===== src/hdl/tsw_pkg.sv =====
// shared constants, register map and carrier types of the switch configuration bank
package tsw_pkg;

    // register indices on the control port
    localparam logic [2:0] IDX_HS_MODES    = 3'h0;
    localparam logic [2:0] IDX_AUX_MODES   = 3'h1;
    localparam logic [2:0] IDX_RX_SETTINGS = 3'h2;
    localparam logic [2:0] IDX_PULSE_LO    = 3'h3;
    localparam logic [2:0] IDX_PULSE_HI    = 3'h4;
    localparam logic [2:0] IDX_EQ_LO       = 3'h5;
    localparam logic [2:0] IDX_EQ_HI       = 3'h6;
    localparam logic [2:0] IDX_TX_SETTINGS = 3'h7;

    // field positions
    localparam int unsigned POS_ENABLE     = 6;
    localparam int unsigned POS_MODE       = 4;
    localparam int unsigned POS_SOURCE     = 0;
    localparam int unsigned POS_TERM_ON    = 0;
    localparam int unsigned POS_PREEMPH    = 2;
    localparam int unsigned POS_OUT_TERM   = 1;
    localparam int unsigned POS_OUT_CUR    = 0;

    // writable bits; the rest are reserved and read zero
    localparam logic [7:0] MASK_MODES      = 8'h7f;
    localparam logic [7:0] MASK_RX         = 8'h01;
    localparam logic [7:0] MASK_FULL       = 8'hff;
    localparam logic [7:0] MASK_TX         = 8'h0f;

    localparam logic [1:0] AUX_MODE_QUAD   = 2'h0;
    localparam logic [1:0] AUX_MODE_BAD    = 2'h3;

    // reset values, overwritten by the straps from the first cycle on
    localparam logic [7:0] RST_HS_MODES    = 8'h00;
    localparam logic [7:0] RST_AUX_MODES   = 8'h40;
    localparam logic [7:0] RST_RX_SETTINGS = 8'h01;
    localparam logic [7:0] RST_PULSE       = 8'h00;
    localparam logic [7:0] RST_EQ          = 8'h00;
    localparam logic [7:0] RST_TX_SETTINGS = 8'h00;

    // termination pulse length
    localparam int unsigned CLK_HZ         = 40_000_000;
    localparam int unsigned PULSE_MS       = 100;
    localparam int unsigned PULSE_CYC      = (CLK_HZ / 1000) * PULSE_MS;

    typedef struct packed {
        logic       strap_switch_enable;
        logic [1:0] strap_source_select;
        logic       strap_eq_level;
        logic [1:0] strap_preemph_level;
        logic       strap_out_term;
        logic       strap_out_current;
    } tsw_strap_t;

    typedef struct packed {
        logic [7:0] high_speed_modes;
        logic [7:0] auxiliary_modes;
        logic [7:0] receiver_settings;
        logic [7:0] term_pulse_low;
        logic [7:0] term_pulse_high;
        logic [7:0] equalizer_low;
        logic [7:0] equalizer_high;
        logic [7:0] transmitter_settings;
    } tsw_regs_t;

    // joins a low/high register pair into per-channel bits b0..b3 a0..a3 c3..c0 d3..d0
    function automatic logic [15:0] tsw_chan_bits(input logic [7:0] lo, input logic [7:0] hi);
        tsw_chan_bits = {hi, lo};
    endfunction : tsw_chan_bits

endpackage : tsw_pkg


===== src/hdl/tsw_config_regs.sv =====
// configuration register bank of the four-source serial switch
`timescale 1ns/1ps
`default_nettype none
module tsw_config_regs
    import tsw_pkg::*;
#(
    parameter int unsigned PULSE_CYCLES = PULSE_CYC
) (
    // clock and reset
    input  wire logic       clk_i,
    input  wire logic       srst_i,

    // strap pins, asynchronous to clk_i
    input  wire tsw_strap_t strap_pins_i,

    // register port from the serial control front end
    input  wire logic       reg_wr_i,
    input  wire logic       reg_rd_i,
    input  wire logic [2:0] reg_idx_i,
    input  wire logic [7:0] reg_wdata_i,
    output logic      [7:0] reg_rdata_o,
    output logic            reg_rvalid_o,

    // high speed switch controls
    output logic            hs_switch_en_o,
    output logic      [1:0] hs_mode_o,
    output logic      [3:0] hs_source_sel_o,
    output logic            standby_o,

    // auxiliary switch controls
    output logic            aux_switch_en_o,
    output logic      [1:0] aux_mode_o,
    output logic      [3:0] aux_source_sel_o,

    // receive side, one bit per input channel
    output logic     [15:0] input_term_conn_o,
    output logic     [15:0] input_eq_level_o,

    // transmit side, shared by all outputs
    output logic      [1:0] out_preemph_level_o,
    output logic            out_term_on_o,
    output logic            out_current_sel_o,

    // control source status
    output logic            pin_ctrl_o
);

    typedef struct packed {
        tsw_regs_t   regs;
        logic        pin_ctrl;
        logic [3:0]  src_prev;
        logic [7:0]  rdata;
        logic        rvalid;
        logic        hs_en;
        logic [1:0]  hs_mode;
        logic [3:0]  hs_src;
        logic        standby;
        logic        aux_en;
        logic [1:0]  aux_mode;
        logic [3:0]  aux_src;
        logic [15:0] term_conn;
        logic [15:0] eq_level;
        logic [1:0]  preemph;
        logic        out_term;
        logic        out_cur;
    } tsw_state_t;

    tsw_state_t s_r;
    tsw_state_t s_nxt;

    tsw_strap_t strap;
    logic       pulse_start;
    logic       pulse_active;
    logic [15:0] pulse_sel;

    // straps cross into clk_i through three stages
    tsw_strap_sync u_strap_sync (
        .clk_i   (clk_i),
        .srst_i  (srst_i),
        .pins_i  (strap_pins_i),
        .strap_o (strap)
    );

    // one shared timer: every pulsing channel opens for the same window
    tsw_term_pulse #(
        .CYCLES (PULSE_CYCLES)
    ) u_term_pulse (
        .clk_i    (clk_i),
        .srst_i   (srst_i),
        .start_i  (pulse_start),
        .active_o (pulse_active)
    );

    // register image forced by the straps
    function automatic tsw_regs_t strap_image(input tsw_strap_t p);
        tsw_regs_t r;
        r = '0;
        r.high_speed_modes[POS_ENABLE]            = p.strap_switch_enable;
        r.high_speed_modes[POS_SOURCE +: 2]       = p.strap_source_select;
        r.auxiliary_modes[POS_ENABLE]             = 1'b1;
        r.auxiliary_modes[POS_MODE +: 2]          = AUX_MODE_QUAD;
        r.auxiliary_modes[POS_SOURCE +: 2]        = p.strap_source_select;
        r.receiver_settings[POS_TERM_ON]          = 1'b1;
        r.term_pulse_low                          = 8'h00;
        r.term_pulse_high                         = 8'h00;
        r.equalizer_low                           = {8{p.strap_eq_level}};
        r.equalizer_high                          = {8{p.strap_eq_level}};
        r.transmitter_settings[POS_PREEMPH +: 2]  = p.strap_preemph_level;
        r.transmitter_settings[POS_OUT_TERM]      = p.strap_out_term;
        r.transmitter_settings[POS_OUT_CUR]       = p.strap_out_current;
        return r;
    endfunction : strap_image

    // read mux; index is three bits so every index is mapped
    function automatic logic [7:0] read_reg(input tsw_regs_t r, input logic [2:0] idx);
        logic [7:0] d;
        d = 8'h00;
        case (idx)
            IDX_HS_MODES:    d = r.high_speed_modes;
            IDX_AUX_MODES:   d = r.auxiliary_modes;
            IDX_RX_SETTINGS: d = r.receiver_settings;
            IDX_PULSE_LO:    d = r.term_pulse_low;
            IDX_PULSE_HI:    d = r.term_pulse_high;
            IDX_EQ_LO:       d = r.equalizer_low;
            IDX_EQ_HI:       d = r.equalizer_high;
            IDX_TX_SETTINGS: d = r.transmitter_settings;
            default:         d = 8'h00;
        endcase
        return d;
    endfunction : read_reg

    // register write with reserved bits held at zero
    function automatic tsw_regs_t write_reg(
        input tsw_regs_t  r,
        input logic [2:0] idx,
        input logic [7:0] d
    );
        tsw_regs_t n;
        n = r;
        case (idx)
            IDX_HS_MODES: begin
                n.high_speed_modes = d & MASK_MODES;
            end
            IDX_AUX_MODES: begin
                n.auxiliary_modes = d & MASK_MODES;
                // illegal switching mode keeps the previous mode
                if (d[POS_MODE +: 2] == AUX_MODE_BAD) begin
                    n.auxiliary_modes[POS_MODE +: 2] = r.auxiliary_modes[POS_MODE +: 2];
                end
            end
            IDX_RX_SETTINGS: begin
                n.receiver_settings = d & MASK_RX;
            end
            IDX_PULSE_LO: begin
                n.term_pulse_low = d & MASK_FULL;
            end
            IDX_PULSE_HI: begin
                n.term_pulse_high = d & MASK_FULL;
            end
            IDX_EQ_LO: begin
                n.equalizer_low = d & MASK_FULL;
            end
            IDX_EQ_HI: begin
                n.equalizer_high = d & MASK_FULL;
            end
            IDX_TX_SETTINGS: begin
                n.transmitter_settings = d & MASK_TX;
            end
            default: begin
                n = r;
            end
        endcase
        return n;
    endfunction : write_reg

    always_comb begin
        s_nxt        = s_r;
        s_nxt.rvalid = 1'b0;

        // straps steer the map until the serial side first touches it
        if (s_r.pin_ctrl) begin
            s_nxt.regs = strap_image(strap);
        end

        // any access, read or write, ends strap control for good
        if (reg_wr_i || reg_rd_i) begin
            s_nxt.pin_ctrl = 1'b0;
        end

        // a write in the handover cycle wins over the strap image
        if (reg_wr_i) begin
            s_nxt.regs = write_reg(s_nxt.regs, reg_idx_i, reg_wdata_i);
        end

        // read answer the cycle after the strobe
        if (reg_rd_i) begin
            s_nxt.rdata  = read_reg(s_r.regs, reg_idx_i);
            s_nxt.rvalid = 1'b1;
        end

        // decoded controls
        s_nxt.hs_en    = s_r.regs.high_speed_modes[POS_ENABLE];
        s_nxt.hs_mode  = s_r.regs.high_speed_modes[POS_MODE +: 2];
        s_nxt.hs_src   = s_r.regs.high_speed_modes[POS_SOURCE +: 4];
        s_nxt.standby  = ~s_r.regs.high_speed_modes[POS_ENABLE];
        s_nxt.aux_en   = s_r.regs.auxiliary_modes[POS_ENABLE];
        s_nxt.aux_mode = s_r.regs.auxiliary_modes[POS_MODE +: 2];
        s_nxt.aux_src  = s_r.regs.auxiliary_modes[POS_SOURCE +: 4];

        // equalizer level per channel, 0 low and 1 high
        s_nxt.eq_level = tsw_chan_bits(s_r.regs.equalizer_low,
                                       s_r.regs.equalizer_high);

        // shared transmitter settings
        s_nxt.preemph  = s_r.regs.transmitter_settings[POS_PREEMPH +: 2];
        s_nxt.out_term = s_r.regs.transmitter_settings[POS_OUT_TERM];
        s_nxt.out_cur  = s_r.regs.transmitter_settings[POS_OUT_CUR];

        // remember the source to spot the next change
        s_nxt.src_prev = s_r.regs.high_speed_modes[POS_SOURCE +: 4];

        // termination: off when disabled, else open only where pulsing is selected
        if (!s_r.regs.receiver_settings[POS_TERM_ON]) begin
            s_nxt.term_conn = 16'h0000;
        end else begin
            s_nxt.term_conn = ~(pulse_sel & {16{pulse_active}});
        end
    end

    // channels with pulsing selected, in b a c d order
    assign pulse_sel   = tsw_chan_bits(s_r.regs.term_pulse_low, s_r.regs.term_pulse_high);

    // any change of the selected source restarts the open window
    assign pulse_start = (s_r.regs.high_speed_modes[POS_SOURCE +: 4] != s_r.src_prev);

    always_ff @(posedge clk_i) begin
        if (srst_i) begin
            s_r                           <= '0;
            s_r.regs.high_speed_modes     <= RST_HS_MODES;
            s_r.regs.auxiliary_modes      <= RST_AUX_MODES;
            s_r.regs.receiver_settings    <= RST_RX_SETTINGS;
            s_r.regs.term_pulse_low       <= RST_PULSE;
            s_r.regs.term_pulse_high      <= RST_PULSE;
            s_r.regs.equalizer_low        <= RST_EQ;
            s_r.regs.equalizer_high       <= RST_EQ;
            s_r.regs.transmitter_settings <= RST_TX_SETTINGS;
            s_r.pin_ctrl                  <= 1'b1;
            s_r.standby                   <= 1'b1;
            s_r.aux_en                    <= 1'b1;
            s_r.term_conn                 <= 16'hffff;
        end else begin
            s_r <= s_nxt;
        end
    end

    // outputs straight from the state register
    assign reg_rdata_o         = s_r.rdata;
    assign reg_rvalid_o        = s_r.rvalid;
    assign hs_switch_en_o      = s_r.hs_en;
    assign hs_mode_o           = s_r.hs_mode;
    assign hs_source_sel_o     = s_r.hs_src;
    assign standby_o           = s_r.standby;
    assign aux_switch_en_o     = s_r.aux_en;
    assign aux_mode_o          = s_r.aux_mode;
    assign aux_source_sel_o    = s_r.aux_src;
    assign input_term_conn_o   = s_r.term_conn;
    assign input_eq_level_o    = s_r.eq_level;
    assign out_preemph_level_o = s_r.preemph;
    assign out_term_on_o       = s_r.out_term;
    assign out_current_sel_o   = s_r.out_cur;
    assign pin_ctrl_o          = s_r.pin_ctrl;

endmodule : tsw_config_regs
`default_nettype wire


===== src/hdl/tsw_strap_sync.sv =====
// three-stage synchroniser with agreement filter for the strap pins
`timescale 1ns/1ps
`default_nettype none
module tsw_strap_sync
    import tsw_pkg::*;
(
    // clock and reset
    input  wire logic       clk_i,
    input  wire logic       srst_i,
    // pins in, filtered value out
    input  wire tsw_strap_t pins_i,
    output var  tsw_strap_t strap_o
);

    typedef struct packed {
        tsw_strap_t s1;
        tsw_strap_t s2;
        tsw_strap_t s3;
        tsw_strap_t out;
    } tsw_sync_state_t;

    tsw_sync_state_t s_r;
    tsw_sync_state_t s_nxt;

    always_comb begin
        s_nxt    = s_r;
        s_nxt.s1 = pins_i;
        s_nxt.s2 = s_r.s1;
        s_nxt.s3 = s_r.s2;
        // only stages two and three are compared; stage one may be metastable
        for (int i = 0; i < $bits(tsw_strap_t); i++) begin
            if (s_r.s2[i] == s_r.s3[i]) begin
                s_nxt.out[i] = s_r.s3[i];
            end
        end
    end

    always_ff @(posedge clk_i) begin
        if (srst_i) begin
            s_r <= '0;
        end else begin
            s_r <= s_nxt;
        end
    end

    assign strap_o = s_r.out;

endmodule : tsw_strap_sync
`default_nettype wire


===== src/hdl/tsw_term_pulse.sv =====
// retriggerable timer holding input terminations open after a source change
`timescale 1ns/1ps
`default_nettype none
module tsw_term_pulse #(
    parameter int unsigned CYCLES = tsw_pkg::PULSE_CYC
) (
    // clock and reset
    input  wire logic clk_i,
    input  wire logic srst_i,
    // start and status
    input  wire logic start_i,
    output var  logic active_o
);

    localparam int unsigned CW = $clog2(CYCLES + 1);
    localparam logic [CW-1:0] LOAD = CW'(CYCLES - 1);

    typedef struct packed {
        logic [CW-1:0] cnt;
        logic          active;
    } tsw_pulse_state_t;

    tsw_pulse_state_t s_r;
    tsw_pulse_state_t s_nxt;

    always_comb begin
        s_nxt = s_r;
        // a new source change restarts the full open time
        if (start_i) begin
            s_nxt.cnt    = LOAD;
            s_nxt.active = 1'b1;
        end else if (s_r.active) begin
            if (s_r.cnt == '0) begin
                s_nxt.active = 1'b0;
            end else begin
                s_nxt.cnt = s_r.cnt - 1'b1;
            end
        end
    end

    always_ff @(posedge clk_i) begin
        if (srst_i) begin
            s_r <= '0;
        end else begin
            s_r <= s_nxt;
        end
    end

    assign active_o = s_r.active;

endmodule : tsw_term_pulse
`default_nettype wire


===== config.mk =====
export PLATFORM = sky130hd
export DESIGN_NAME = tsw_config_regs
export DESIGN_NICKNAME = d
export VERILOG_FILES = /design/src/hdl/tsw_pkg.sv /design/src/hdl/tsw_config_regs.sv /design/src/hdl/tsw_strap_sync.sv /design/src/hdl/tsw_term_pulse.sv
export SDC_FILE = /design/constraint.sdc
export NUM_CORES = 1
export LEC_CHECK = 0
export ABC_CLOCK_PERIOD_IN_PS = 2900
export BUFFER_PORTS_ARGS = -buffer_cell sky130_fd_sc_hd__buf_2
export CORE_ASPECT_RATIO = 1.75
export CORE_MARGIN = 8
export CORE_UTILIZATION = 60
export CTS_BUF_LIST = sky130_fd_sc_hd__clkbuf_2
export CTS_CLUSTER_SIZE = 30
export DETAILED_ROUTE_END_ITERATION = 6
export GPL_TIMING_DRIVEN = 0
export PLACE_DENSITY = 0.82
export SLEW_MARGIN = 20
export SYNTH_ARGS = -nofsm -noshare
export SYNTH_HDL_FRONTEND = slang
export SYNTH_SLANG_ARGS = --single-unit

===== constraint.sdc =====
create_clock -name clk_i -period 2.9 [get_ports clk_i]
set_clock_uncertainty 0.2 [all_clocks]
set_input_delay 0.58 -clock clk_i [delete_from_list [all_inputs] [get_ports clk_i]]
set_output_delay 0.58 -clock clk_i [all_outputs]
set_load 0.005 [all_outputs]

==> key figures, run 1 <==
Power
  – Cell area power density: roughly 550 nW/um2
  – Leakage power total: 3.37 nW
  – VDD IR-drop max: 0.000392 V

Synthesis
  – Count of flip-flops with a built-in enable after synthesis: 0
  – Yosys warns: 0
  – Top FF cell, synth: dfxtp_1
  – Number of nets in the synthesized netlist: 817
  – Count of different cell masters after synthesis: 48
  – Async SR Flop Fraction: 0%
  – Cell Area, Synth: 7210 um2
  – Cell count after synthesis: 792
  – Fraction of the yosys area taken by sequential cells: 50.0%
  – Avg Inst Size Synth: a little over 9 um2
  – #FFs+latches synth: 180

Setup path
  – Data arrival at the endpoint of the critical path: 3.00 ns
  – Crit start category: flop
  – R2R Setup Slk: 0.31 ns
  – Highest fanout seen on the critical path: 7
  – Worst Path Required: 3.31 ns
  – Capturing element type of the critical path: flop
  – Origin of the critical flop-to-flop path: u_term_pulse.s_r[2]
  – Type of the worst setup path: reg -> reg
  – Number of cells on the worst reg-to-reg path: 7
  – End of the worst register-to-register path: u_term_pulse.s_r[20]

Route
  – Number of vias in the routed layout: ~6000
  – DRC violation total after the first TritonRoute iteration: a little over 300
  – Post-detailed-route wirelength per cell: approximately 18 um
  – Remaining antenna violation count after routing: 0
  – Via density per instance: 5.64
  – Final Routed Wirelength: approximately 19000 um
  – Residual DRC count: 0
  – First-pass iteration count of the detailed router: 5

Clock tree
  – Clock-pin transition on the worst setup and hold timing paths: 0.26 ns
  – Worst skew pair latency: ~0.75 ns
  – Number of CTS-inserted buffers: 17
  – Clock tree from TritonCTS: done
  – Cell at the root of the clock tree: clkbuf_2
  – Number of buffers added for setup after CTS: 0
  – TritonCTS Sinks: 180
  – Number of H-tree branching levels: 4
  – Number of gates resized after cts: 0
  – Number of buffers on the longest clock path: 2

Run
  – Number of violations of the max-capacitance limit: 0

GRT
  – Grt total ovfl: 0
  – Antenna violations before repair: 1
  – Pin count of the biggest net entering global routing: 17
  – Global-route wire length before repair: 30000 um
  – All-layer global routing usage: 24.2%
  – Via count of the first global-routing pass: 5830

Final layout
  – Fraction of final layout cells with drive strength greater than 1: 19.6%
  – Commonest cells after routing, fill and taps aside: 180 x dfxtp_1, 82 x buf_2, 69 x nand2_1
  – Total number of nets in the final design: 935
  – Area added between synthesis and finish: 14.0%
  – Most common cell after layout, fill and taps aside: dfxtp_1
  – Post-layout utilization of the core: 69.2%
  – Non-filler cells in the finished layout: 1061

STA
  – FMAX: 0.387 GHz
  – Fin crit share: 89.2%
  – PnR worst setup slack: around 0.31 ns
  – Final-report setup violation count: 0
  – Final critical path time including I/O delays and setup: between 2 and 3 ns
  – Measured slew at the worst slew-check pin: 0.874 ns
  – Setup repair after global routing missed its margin: false
  – Final-report hold violation count: 0
  – Hold Worst Slack: 0.148 ns
  – Count of final max-slew check failures: 0
  – Total negative slack: 0 ns
  – Slew HR: between 40% and 50%

Floorplan
  – I/O pin cnt: 84
  – Width of the chip: 98.9 um
  – Row count: 53
  – Placeable core region: roughly 12000 um2
  – Height of the die: roughly 160 um
  – Die area: 15900 um2
  – Initial standard-cell utilization of the core: 60.7%

Min path
  – Capture endpoint of the worst hold path: s_nxt[39]
  – Hold Crit Start: reg_idx_i[1]
  – Min-delay worst type: in -> reg
  – Hold Path Stages: 5

Placement
  – Placer congestion estimate: 1.01
  – Count of input and output buffers: 81
  – Detailed Place HPWL: 14000 um
  – Worst setup timing slack at the placement stage: between 0.15 and 0.2 ns
  – Cell count after placement: 1010

Status
  – Status: complete, no violations
[metal layers]
| metal | track usage (%) | up-vias | wire length, um |
|---|---|---|---|
| met5 | 0 | - | 0 |
| met4 | 14.9 | 0 | 1070 |
| met3 | 5.09 | 51 | 975 |
| met2 | 42.5 | 209 | 9620 |
| met1 | 25.6 | 2813 | 7240 |
| li1 | - | 2911 | - |
[how the worst max path moves through the flow]
stage / start / end / slack [ns] / cells after the start
2_1_floorplan: u_term_pulse.s_r[1] / u_term_pulse.s_r[3] / 0.70 / 7
3_3_place_gp: reg_idx_i[2] / reg_rdata_o[0] / 0.21 / 6
3_5_place_dp: reg_idx_i[2] / reg_rdata_o[6] / 0.16 / 6
4_1_cts: u_term_pulse.s_r[2] / u_term_pulse.s_r[20] / 0.34 / 7
5_1_grt: u_term_pulse.s_r[2] / u_term_pulse.s_r[15] / 0.21 / 7
6_report: u_term_pulse.s_r[2] / u_term_pulse.s_r[20] / 0.31 / 7
[metrics by stage]
stage	power (mW)	cell area, um2
2_1_floorplan	3.06	7210
3_3_place_gp	3.23	7780
3_5_place_dp	3.24	7790
4_1_cts	4.53	8210
5_1_grt	4.72	8220
6_report	4.52	8220
[final cells by class]
cell class | instances | area, um2
inverter | 13 | 48.8
multi-input combinational | 493 | 2960
tap | 137 | 171
buffer | 106 | 602
timing repair buffer | 99 | 586
antenna | 1 | 2.50
clock inverter | 13 | 146
sequential | 180 | 3600
fill | 979 | 3650
clock buffer | 19 | 95.1
[state kept, by name, summed over array words and instances (netlist names), 8 cells and up]
register,count
input_eq_level_o,16
input_term_conn_o,16
pulse_sel,16
reg_rdata_o,8
s_nxt,34
s_r,14
u_strap_sync.s_nxt,16
u_strap_sync.s_r,8
u_strap_sync.strap_o,8
u_term_pulse.s_r,22
[logic make-up (layout without fill, tap and decap cells)]
group	count (synthesis)	after routing	synth area share [%]
and+or+nand+nor	288	288	20.6
DFF	180	180	50.0
AOI/OAI and AO/OA	164	164	14.6
buffers and inverters	119	250	9.03
muxes	20	20	3.16
xor gates and xnor gates	19	19	2.31
adders and majority gates	2	2	0.347
other	0	1	0
[cells in the mapped netlist (3+ instances only)]
| master | n | share of area (%) |
|---|---|---|
| and3_1 | 6 | 0.52 |
| o211ai_1 | 6 | 0.62 |
| inv_1 | 12 | 0.62 |
| nand2b_1 | 12 | 1.0 |
| a21oi_1 | 65 | 4.5 |
| o21ai_0 | 19 | 1.3 |
| nand3_1 | 8 | 0.56 |
| o31ai_1 | 6 | 0.62 |
| buf_1 | 7 | 0.36 |
| clkbuf_1 | 44 | 2.3 |
| dfxtp_1 | 180 | 50 |
| nor3_1 | 14 | 0.97 |
| xnor2_1 | 9 | 1.1 |
| and2_1 | 10 | 0.87 |
| nand2_1 | 69 | 3.6 |
| nor3b_1 | 17 | 1.8 |
| or3_1 | 4 | 0.35 |
| a21o_1 | 10 | 1.0 |
| a22o_1 | 5 | 0.61 |
| nor2b_1 | 56 | 4.9 |
| or2_2 | 3 | 0.26 |
| xor2_1 | 10 | 1.2 |
| mux2i_1 | 16 | 2.2 |
| or4_1 | 5 | 0.52 |
| nor4_1 | 9 | 0.78 |
| nor2_1 | 68 | 3.5 |
| buf_4 | 54 | 5.6 |
| a221oi_1 | 10 | 1.2 |
| o22ai_1 | 3 | 0.26 |
| a31oi_1 | 3 | 0.26 |
| o32ai_1 | 5 | 0.61 |
| a211oi_1 | 25 | 2.6 |
[what timing repair did]
action | 4_1_cts | 5_1_grt
endpoints found under the setup margin | 0 | 0
hold endpoints to repair | 41 | 0
hold buffers | 18 | 0
[worst max-delay path, stage by stage, from the launching register on]
cell      delay, ns
dfxtp_1        0.39
inv_1          0.10
ha_1           0.17
or3b_2         0.49
nand2b_1       0.29
o21ai_0        0.55
or4_1          0.20
a31oi_1        0.08
[where the power goes]
group	leakage (nW)	total, mW	switching, mW	internal (mW)
clock	0.154	1.30	0.880	0.423
sequential	1.46	2.63	0.0689	2.56
combinational	1.75	0.588	0.361	0.228
total	3.37	4.52	1.31	3.21
(Power assumes the default switching activity.)
==> run 2: changes to the inputs <==
Settings changed: PLACE_DENSITY 0.82 to 0.81, SYNTH_HIERARCHICAL set to 1.
==> key figures, run 2 <==
STA
  – Measured slew at the worst slew-check pin: 0.827 ns (was 0.874 ns)
  – Slew HR: 44.7% (was 41.3%)
  – Fin crit share: 83.0% (was 89.2%)
  – Total negative slack: 0 ns (unchanged)
  – FMAX: 0.415 GHz (was 0.387 GHz)
  – Hold Worst Slack: 0.135 ns (was 0.148 ns)
  – Count of final max-slew check failures: 0 (unchanged)
  – Setup repair after global routing missed its margin: false (unchanged)
  – Final-report setup violation count: 0 (unchanged)
  – Final-report hold violation count: 0 (unchanged)
  – Final critical path time including I/O delays and setup: 2.41 ns (was 2.59 ns)

Setup path
  – Highest fanout seen on the critical path: 10 (was 7)
  – Crit start category: flop (unchanged)
  – Worst Path Required: 3.34 ns (was 3.31 ns)
  – Type of the worst setup path: reg -> reg (unchanged)
  – Data arrival at the endpoint of the critical path: 2.85 ns (was 3.00 ns)
  – Capturing element type of the critical path: flop (unchanged)

Min path
  – Min-delay worst type: in -> reg (unchanged)

Placement
  – Placer congestion estimate: 0.953 (was 1.01)
  – Detailed Place HPWL: 15900 um (was 14000 um)
  – Cell count after placement: 1089 (was 1010)
  – Count of input and output buffers: 80 (was 81)
  – Total cell area at the placement stage: 8270 um2 (was 7790 um2)

Floorplan
  – Die area: 16800 um2 (was 15900 um2)
  – I/O pin cnt: 84 (unchanged)
  – Width of the chip: 101 um (was 98.9 um)
  – Row count: 54 (was 53)
  – Initial standard-cell utilization of the core: 61.3% (was 60.7%)
  – Placeable core region: 12500 um2 (was 11900 um2)
  – Height of the die: 165 um (was 161 um)

Synthesis
  – Portion of synthesized cell area occupied by the leading cell type: 47.0% (was 50.0%)
  – Cell count after synthesis: 841 (was 792)
  – #FFs+latches synth: 180 (unchanged)
  – Fraction of the yosys area taken by sequential cells: 47.0% (was 50.0%)
  – Top cells by area, synth: dfxtp_1 47%, buf_4 6.8%, nand2_1 5.1%, nor2b_1 4.7%, a21oi_1 3.9% (was dfxtp_1 50%, buf_4 5.6%, nor2b_1 4.9%, a21oi_1 4.5%, nand2_1 3.6%)
  – Count of flip-flops with a built-in enable after synthesis: 0 (unchanged)
  – Async SR Flop Fraction: 0% (unchanged)
  – Number of nets in the synthesized netlist: 866 (was 817)
  – Count of different cell masters after synthesis: 67 (was 48)
  – Top FF cell, synth: dfxtp_1 (unchanged)
  – Yosys warns: 6 (was 0)
  – Avg Inst Size Synth: 9.11 um2 (was 9.10 um2)
  – Cell Area, Synth: 7660 um2 (was 7210 um2)
  – Post-synth top cells: 180 x dfxtp_1, 104 x nand2_1, 69 x buf_4 (was 180 x dfxtp_1, 69 x nand2_1, 68 x nor2_1)
  – Leading cell type by number of instances after synthesis: dfxtp_1 (unchanged)
  – Cell type contributing the most total cell area after synthesis: dfxtp_1 (unchanged)

Clock tree
  – TritonCTS Sinks: 180 (unchanged)
  – Number of CTS-inserted buffers: 17 (unchanged)
  – Number of H-tree branching levels: 4 (unchanged)
  – Number of buffers added for setup after CTS: 0 (unchanged)
  – Number of gates resized after cts: 0 (unchanged)
  – Worst skew pair latency: 0.76 ns (was 0.75 ns)
  – Cell at the root of the clock tree: clkbuf_2 (unchanged)
  – Number of buffers on the longest clock path: 2 (unchanged)
  – Clock tree from TritonCTS: done (unchanged)
  – Clock-pin transition on the worst setup and hold timing paths: 0.23 ns (was 0.26 ns)
  – Hold buffer count at CTS: 19 (was 18)

GRT
  – Antenna violations before repair: 1 (unchanged)
  – All-layer global routing usage: 25.8% (was 24.2%)
  – Global-route wire length before repair: 32700 um (was 30000 um)
  – Pin count of the biggest net entering global routing: 17 (unchanged)
  – Via count of the first global-routing pass: 6349 (was 5830)
  – Grt total ovfl: 0 (unchanged)

Route
  – DRC violation total after the first TritonRoute iteration: 324 (was 309)
  – Remaining antenna violation count after routing: 0 (unchanged)
  – First-pass iteration count of the detailed router: 5 (unchanged)
  – Number of vias in the routed layout: 6435 (was 5984)
  – Via density per instance: 5.64 (about the same)
  – Residual DRC count: 0 (unchanged)
  – Post-detailed-route wirelength per cell: 18.5 um (was 17.8 um)
  – Final Routed Wirelength: 21100 um (was 18900 um)

Power
  – Leakage power total: 3.64 nW (was 3.37 nW)
  – Share of total power in the clock network: 27.0% (was 28.8%)
  – Cell area power density: 544 nW/um2 (was 551 nW/um2)
  – Switch share: 31.0% (was 29.0%)
  – VDD IR-drop max: 0.000380 V (was 0.000392 V)
  – Combinational share of power: 17.0% (was 13.0%)
  – Sequential cell fraction of total power: 56.0% (was 58.2%)
  – Switching pwr: 1.47 mW (was 1.31 mW)
  – Internal power: 3.26 mW (was 3.21 mW)

Final layout
  – Max reg flops: 34 (unchanged)
  – Commonest cells after routing, fill and taps aside: 180 x dfxtp_1, 104 x nand2_1, 92 x buf_2 (was 180 x dfxtp_1, 82 x buf_2, 69 x nand2_1)
  – Total number of nets in the final design: 984 (was 935)
  – Fraction of final layout cells with drive strength greater than 1: 23.3% (was 19.6%)
  – Most common cell after layout, fill and taps aside: dfxtp_1 (unchanged)
  – Number of filler instances in the final layout: 1029 (was 979)
  – Post-route cell area: 8700 um2 (was 8220 um2)
  – Area added between synthesis and finish: 13.6% (was 14.0%)
  – Non-filler cells in the finished layout: 1141 (was 1061)

Status
  – Status: complete, no violations (unchanged)

Run
  – Number of violations of the max-capacitance limit: 0 (unchanged)
-- run 2: changes by cell type after synthesis, moves of 8 or more --
cell / delta
a211oi_1: +8
a21o_1: -10
a221oi_1: -8
buf_2: +11
buf_4: +15
buf_6: +10
clkbuf_1: -24
mux2i_1: +13
nand2_1: +35
nand3_1: +20
nor2_1: -22
nor3b_1: -10
xor2_1: -10
-- run 2: routing by layer --
layer	wire length, um	part of all wire (%)	vias to the layer above	track usage (%)
met4	1320	6.2	0	17.7
met1	7360	35	3006	24.2
met2	11200	53	251	47.7
li1	-	-	3090	-
met3	1200	5.7	88	6.05
met5	0	0	-	0
-- run 2: critical path, stage by stage, from the launching register on --
cell and delay [ns]:
dfxtp_1 0.43, nor4_2 0.46, nand4_1 0.38, clkbuf_1 0.35, o41ai_1 0.36, a31oi_1 0.12
-- run 2: power by group through the flow --
stage | Sequential (mW) | Combinational (mW) | Clock [mW]
2_1_floorplan | 2.67 | 0.544 | 0
3_3_place_gp | 2.69 | 0.764 | 0
3_5_place_dp | 2.69 | 0.770 | 0
4_1_cts | 2.65 | 0.793 | 1.29
5_1_grt | 2.66 | 0.869 | 1.38
6_report | 2.65 | 0.807 | 1.28
-- run 2: area by class of cell --
class / count / area (um2) / share of cell area [%]
Antenna cell: 1 / 2.50 / 0.0288
Buffer: 118 / 831 / 9.55
Clock buffer: 17 / 85.1 / 0.978
Clock inverter: 15 / 151 / 1.74
Inverter: 12 / 45.0 / 0.518
Multi-Input combinational cell: 531 / 3180 / 36.6
Sequential cell: 180 / 3600 / 41.4
Tap cell: 168 / 210 / 2.42
Timing Repair Buffer: 99 / 591 / 6.79
-- run 2: metrics by stage --
stage	util (%)	total power [mW]	worst slack [ns]
finish	69.6	4.73	0.492
global route	69.6	4.91	0.308
CTS	69.6	4.73	0.479
detailed placement	66.2	3.46	0.526
global placement	66.2	3.45	0.555
floorplan	-	3.21	0.874
-- run 2: cells by family after synthesis --
kind of cell / count (synthesis) / synth area share (%)
flip-flops: 180 / 47.0
buffers and inverters: 130 / 11.4
XOR/XNOR: 4 / 0.457
adder cells (fa/ha/maj): 2 / 0.327
AO/OA/AOI/OAI: 156 / 12.9
AND/OR/NAND/NOR: 339 / 23.8
multiplexers: 30 / 4.08
-- run 2: worst paths after layout --
check	from	end	slack (ns)	cells after the start
min reg2reg	reg_rdata_o[4]	reg_rdata_o[4]	0.26	2
min	reg_wr_i	s_r[105]	0.14	4
max reg2reg	u_term_pulse/s_r[3]	u_term_pulse/s_r[20]	0.49	5
max	u_term_pulse/s_r[3]	u_term_pulse/s_r[20]	0.49	5
==> run 3: changes to the inputs <==
Settings changed: ABC_CLOCK_PERIOD_IN_PS 2900 to 2400.
Clock period 2.9 ns to 2.4 ns, I/O delays scaled along.
==> key figures, run 3 (synthesis gave the netlist of run 2 again) <==
Clock tree
  – Number of CTS-inserted buffers: 17 (unchanged)
  – Cell at the root of the clock tree: clkbuf_2 (unchanged)
  – Clock tree from TritonCTS: done (unchanged)
  – Clock-pin transition on the worst setup and hold timing paths: 0.26 ns (was 0.23 ns)
  – TritonCTS Sinks: 180 (unchanged)
  – Number of H-tree branching levels: 4 (unchanged)
  – Number of buffers on the longest clock path: 2 (unchanged)
  – Worst skew pair latency: 0.76 ns (about the same)

STA
  – Final critical path time including I/O delays and setup: 2.29 ns (was 2.41 ns)
  – FMAX: 0.436 GHz (was 0.415 GHz)
  – Measured slew at the worst slew-check pin: 0.840 ns (was 0.827 ns)
  – Setup repair after global routing missed its margin: false (unchanged)
  – Fin crit share: 95.5% (was 83.0%)
  – Total negative slack: 0 ns (unchanged)
  – Slew HR: 43.9% (was 44.7%)
  – Final-report hold violation count: 0 (unchanged)
  – Count of final max-slew check failures: 0 (unchanged)
  – Final-report setup violation count: 0 (unchanged)

Floorplan
  – Placeable core region: 12500 um2 (unchanged)
  – Die area: 16800 um2 (unchanged)
  – Row count: 54 (unchanged)
  – Width of the chip: 101 um (unchanged)
  – Initial standard-cell utilization of the core: 61.3% (unchanged)
  – I/O pin cnt: 84 (unchanged)
  – Height of the die: 165 um (unchanged)

Final layout
  – Post-layout utilization of the core: 69.9% (was 69.6%)
  – Total number of nets in the final design: 985 (was 984)
  – Most common cell after layout, fill and taps aside: dfxtp_1 (unchanged)
  – Area added between synthesis and finish: 14.1% (was 13.6%)
  – Fraction of final layout cells with drive strength greater than 1: 23.6% (was 23.3%)
  – Max reg flops: 34 (unchanged)
  – Commonest cells after routing, fill and taps aside: 180 x dfxtp_1, 104 x nand2_1, 92 x buf_2 (unchanged)

Setup path
  – Type of the worst setup path: reg -> reg (unchanged)
  – Crit start category: flop (unchanged)
  – Crit-path max cell delay: 0.39 ns (was 0.46 ns)
  – Number of cells on the worst reg-to-reg path: 7 (was 5)
  – Series of cell instances along the critical path: buf_2, nor4_4, nand4_1, buf_4, clkbuf_1, o41ai_1, a31oi_1 (was nor4_2, nand4_1, clkbuf_1, o41ai_1, a31oi_1)
  – Highest fanout seen on the critical path: 10 (unchanged)
  – Cell with the largest stage delay on the worst path: nor4_4 (was nor4_2)
  – Origin of the critical flop-to-flop path: u_term_pulse/s_r[9] (was u_term_pulse/s_r[3])
  – Data arrival at the endpoint of the critical path: 2.73 ns (was 2.85 ns)
  – R2R Setup Slk: 0.11 ns (was 0.49 ns)
  – End of the worst register-to-register path: u_term_pulse/s_r[20] (unchanged)
  – Capturing element type of the critical path: flop (unchanged)
  – Worst Path Required: 2.84 ns (was 3.34 ns)

Route
  – Via density per instance: 5.64 (about the same)
  – Residual DRC count: 0 (unchanged)
  – First-pass iteration count of the detailed router: 7 (was 5)
  – Final Routed Wirelength: 21100 um (about the same)
  – Post-detailed-route wirelength per cell: 18.5 um (about the same)
  – DRC violation total after the first TritonRoute iteration: 366 (was 324)
  – Number of vias in the routed layout: 6438 (was 6435)
  – Remaining antenna violation count after routing: 0 (unchanged)

Min path
  – Min-delay worst type: in -> reg (unchanged)
  – Hold Path Stages: 4 (unchanged)
  – Hold Crit Start: reg_wr_i (unchanged)
  – Capture endpoint of the worst hold path: s_r[105] (unchanged)

GRT
  – Via count of the first global-routing pass: 6351 (was 6349)
  – Grt total ovfl: 0 (unchanged)
  – Global-route wire length before repair: 32700 um (unchanged)
  – All-layer global routing usage: 25.8% (unchanged)
  – Pin count of the biggest net entering global routing: 17 (unchanged)
  – Antenna violations before repair: 1 (unchanged)

Run
  – Number of violations of the max-capacitance limit: 0 (unchanged)

Status
  – Status: complete, no violations (unchanged)

Power
  – Cell area power density: 660 nW/um2 (was 544 nW/um2)
  – VDD IR-drop max: 0.000462 V (was 0.000380 V)
  – Leakage power total: 3.66 nW (was 3.64 nW)

Placement
  – Detailed Place HPWL: 15900 um (unchanged)
  – Count of input and output buffers: 80 (unchanged)
  – Placer congestion estimate: 0.953 (unchanged)
-- run 3: worst max-delay path by stage --
stage | start | to | slack [ns] | cells past startpoint
global route | u_term_pulse/s_r[9] | u_term_pulse/s_r[20] | 0.01 | 7
global placement | u_term_pulse/s_r[1] | u_term_pulse/s_r[12] | 0.06 | 6
floorplan | u_term_pulse/s_r[1] | u_term_pulse/s_r[3] | 0.37 | 6
detailed placement | u_term_pulse/s_r[3] | u_term_pulse/s_r[20] | 0.03 | 5
finish | u_term_pulse/s_r[9] | u_term_pulse/s_r[20] | 0.11 | 7
CTS | u_term_pulse/s_r[1] | u_term_pulse/s_r[2] | 0.004 | 6
-- run 3: through the flow --
step                power (mW)  cells  setup WS (ns)  hold WS, ns  instance area [um2]
floorplan                 3.88    841          0.374        0.203                 7660
global placement          4.17   1089         0.0552        0.219                 8270
detailed placement        4.18   1089         0.0258        0.228                 8270
CTS                       5.72   1141        0.00360      0.00239                 8700
global route              5.99   1142         0.0131       0.0296                 8740
finish                    5.77   1142          0.107       0.0428                 8740
-- run 3: final cells by class --
type | count | area, um2
Antenna cell | 1 | 2.50
Buffer | 117 | 828
Clock buffer | 17 | 85.1
Clock inverter | 15 | 151
Fill cell | 1018 | 3760
Inverter | 12 | 45.0
Multi-Input combinational cell | 531 | 3210
Sequential cell | 180 | 3600
Tap cell | 168 | 210
Timing Repair Buffer | 101 | 606
-- run 3: worst max-delay path: cells and delay by family (launching register included) --
| family | cells | cell delay (ns) |
|---|---|---|
| AOI/OAI and AO/OA | 2 | 0.49 |
| buffers and inverters | 3 | 0.60 |
| DFF | 1 | 0.36 |
| and+or+nand+nor | 2 | 0.51 |
-- run 3: repair_timing --
| action | in CTS | in global routing |
|---|---|---|
| hold endpoints to repair | 71 | 0 |
| hold buffers | 19 | 0 |
| endpoints found under the setup margin | 1 | 13 |
| pin swaps | 1 | 1 |
| setup buffers | 1 | 1 |
| gates resized for setup | 0 | 6 |
-- run 3: per-layer routing --
layer,vias up,wire (um),track usage [%]
met2,252,11200,47.7
met3,82,1170,6.05
li1,3091,-,-
met4,0,1280,17.7
met5,-,0,0
met1,3013,7440,24.2
-- run 3: power breakdown --
part | internal (mW) | switching [mW]
Clock | 0.485 | 1.06
Sequential | 3.10 | 0.108
Combinational | 0.389 | 0.628
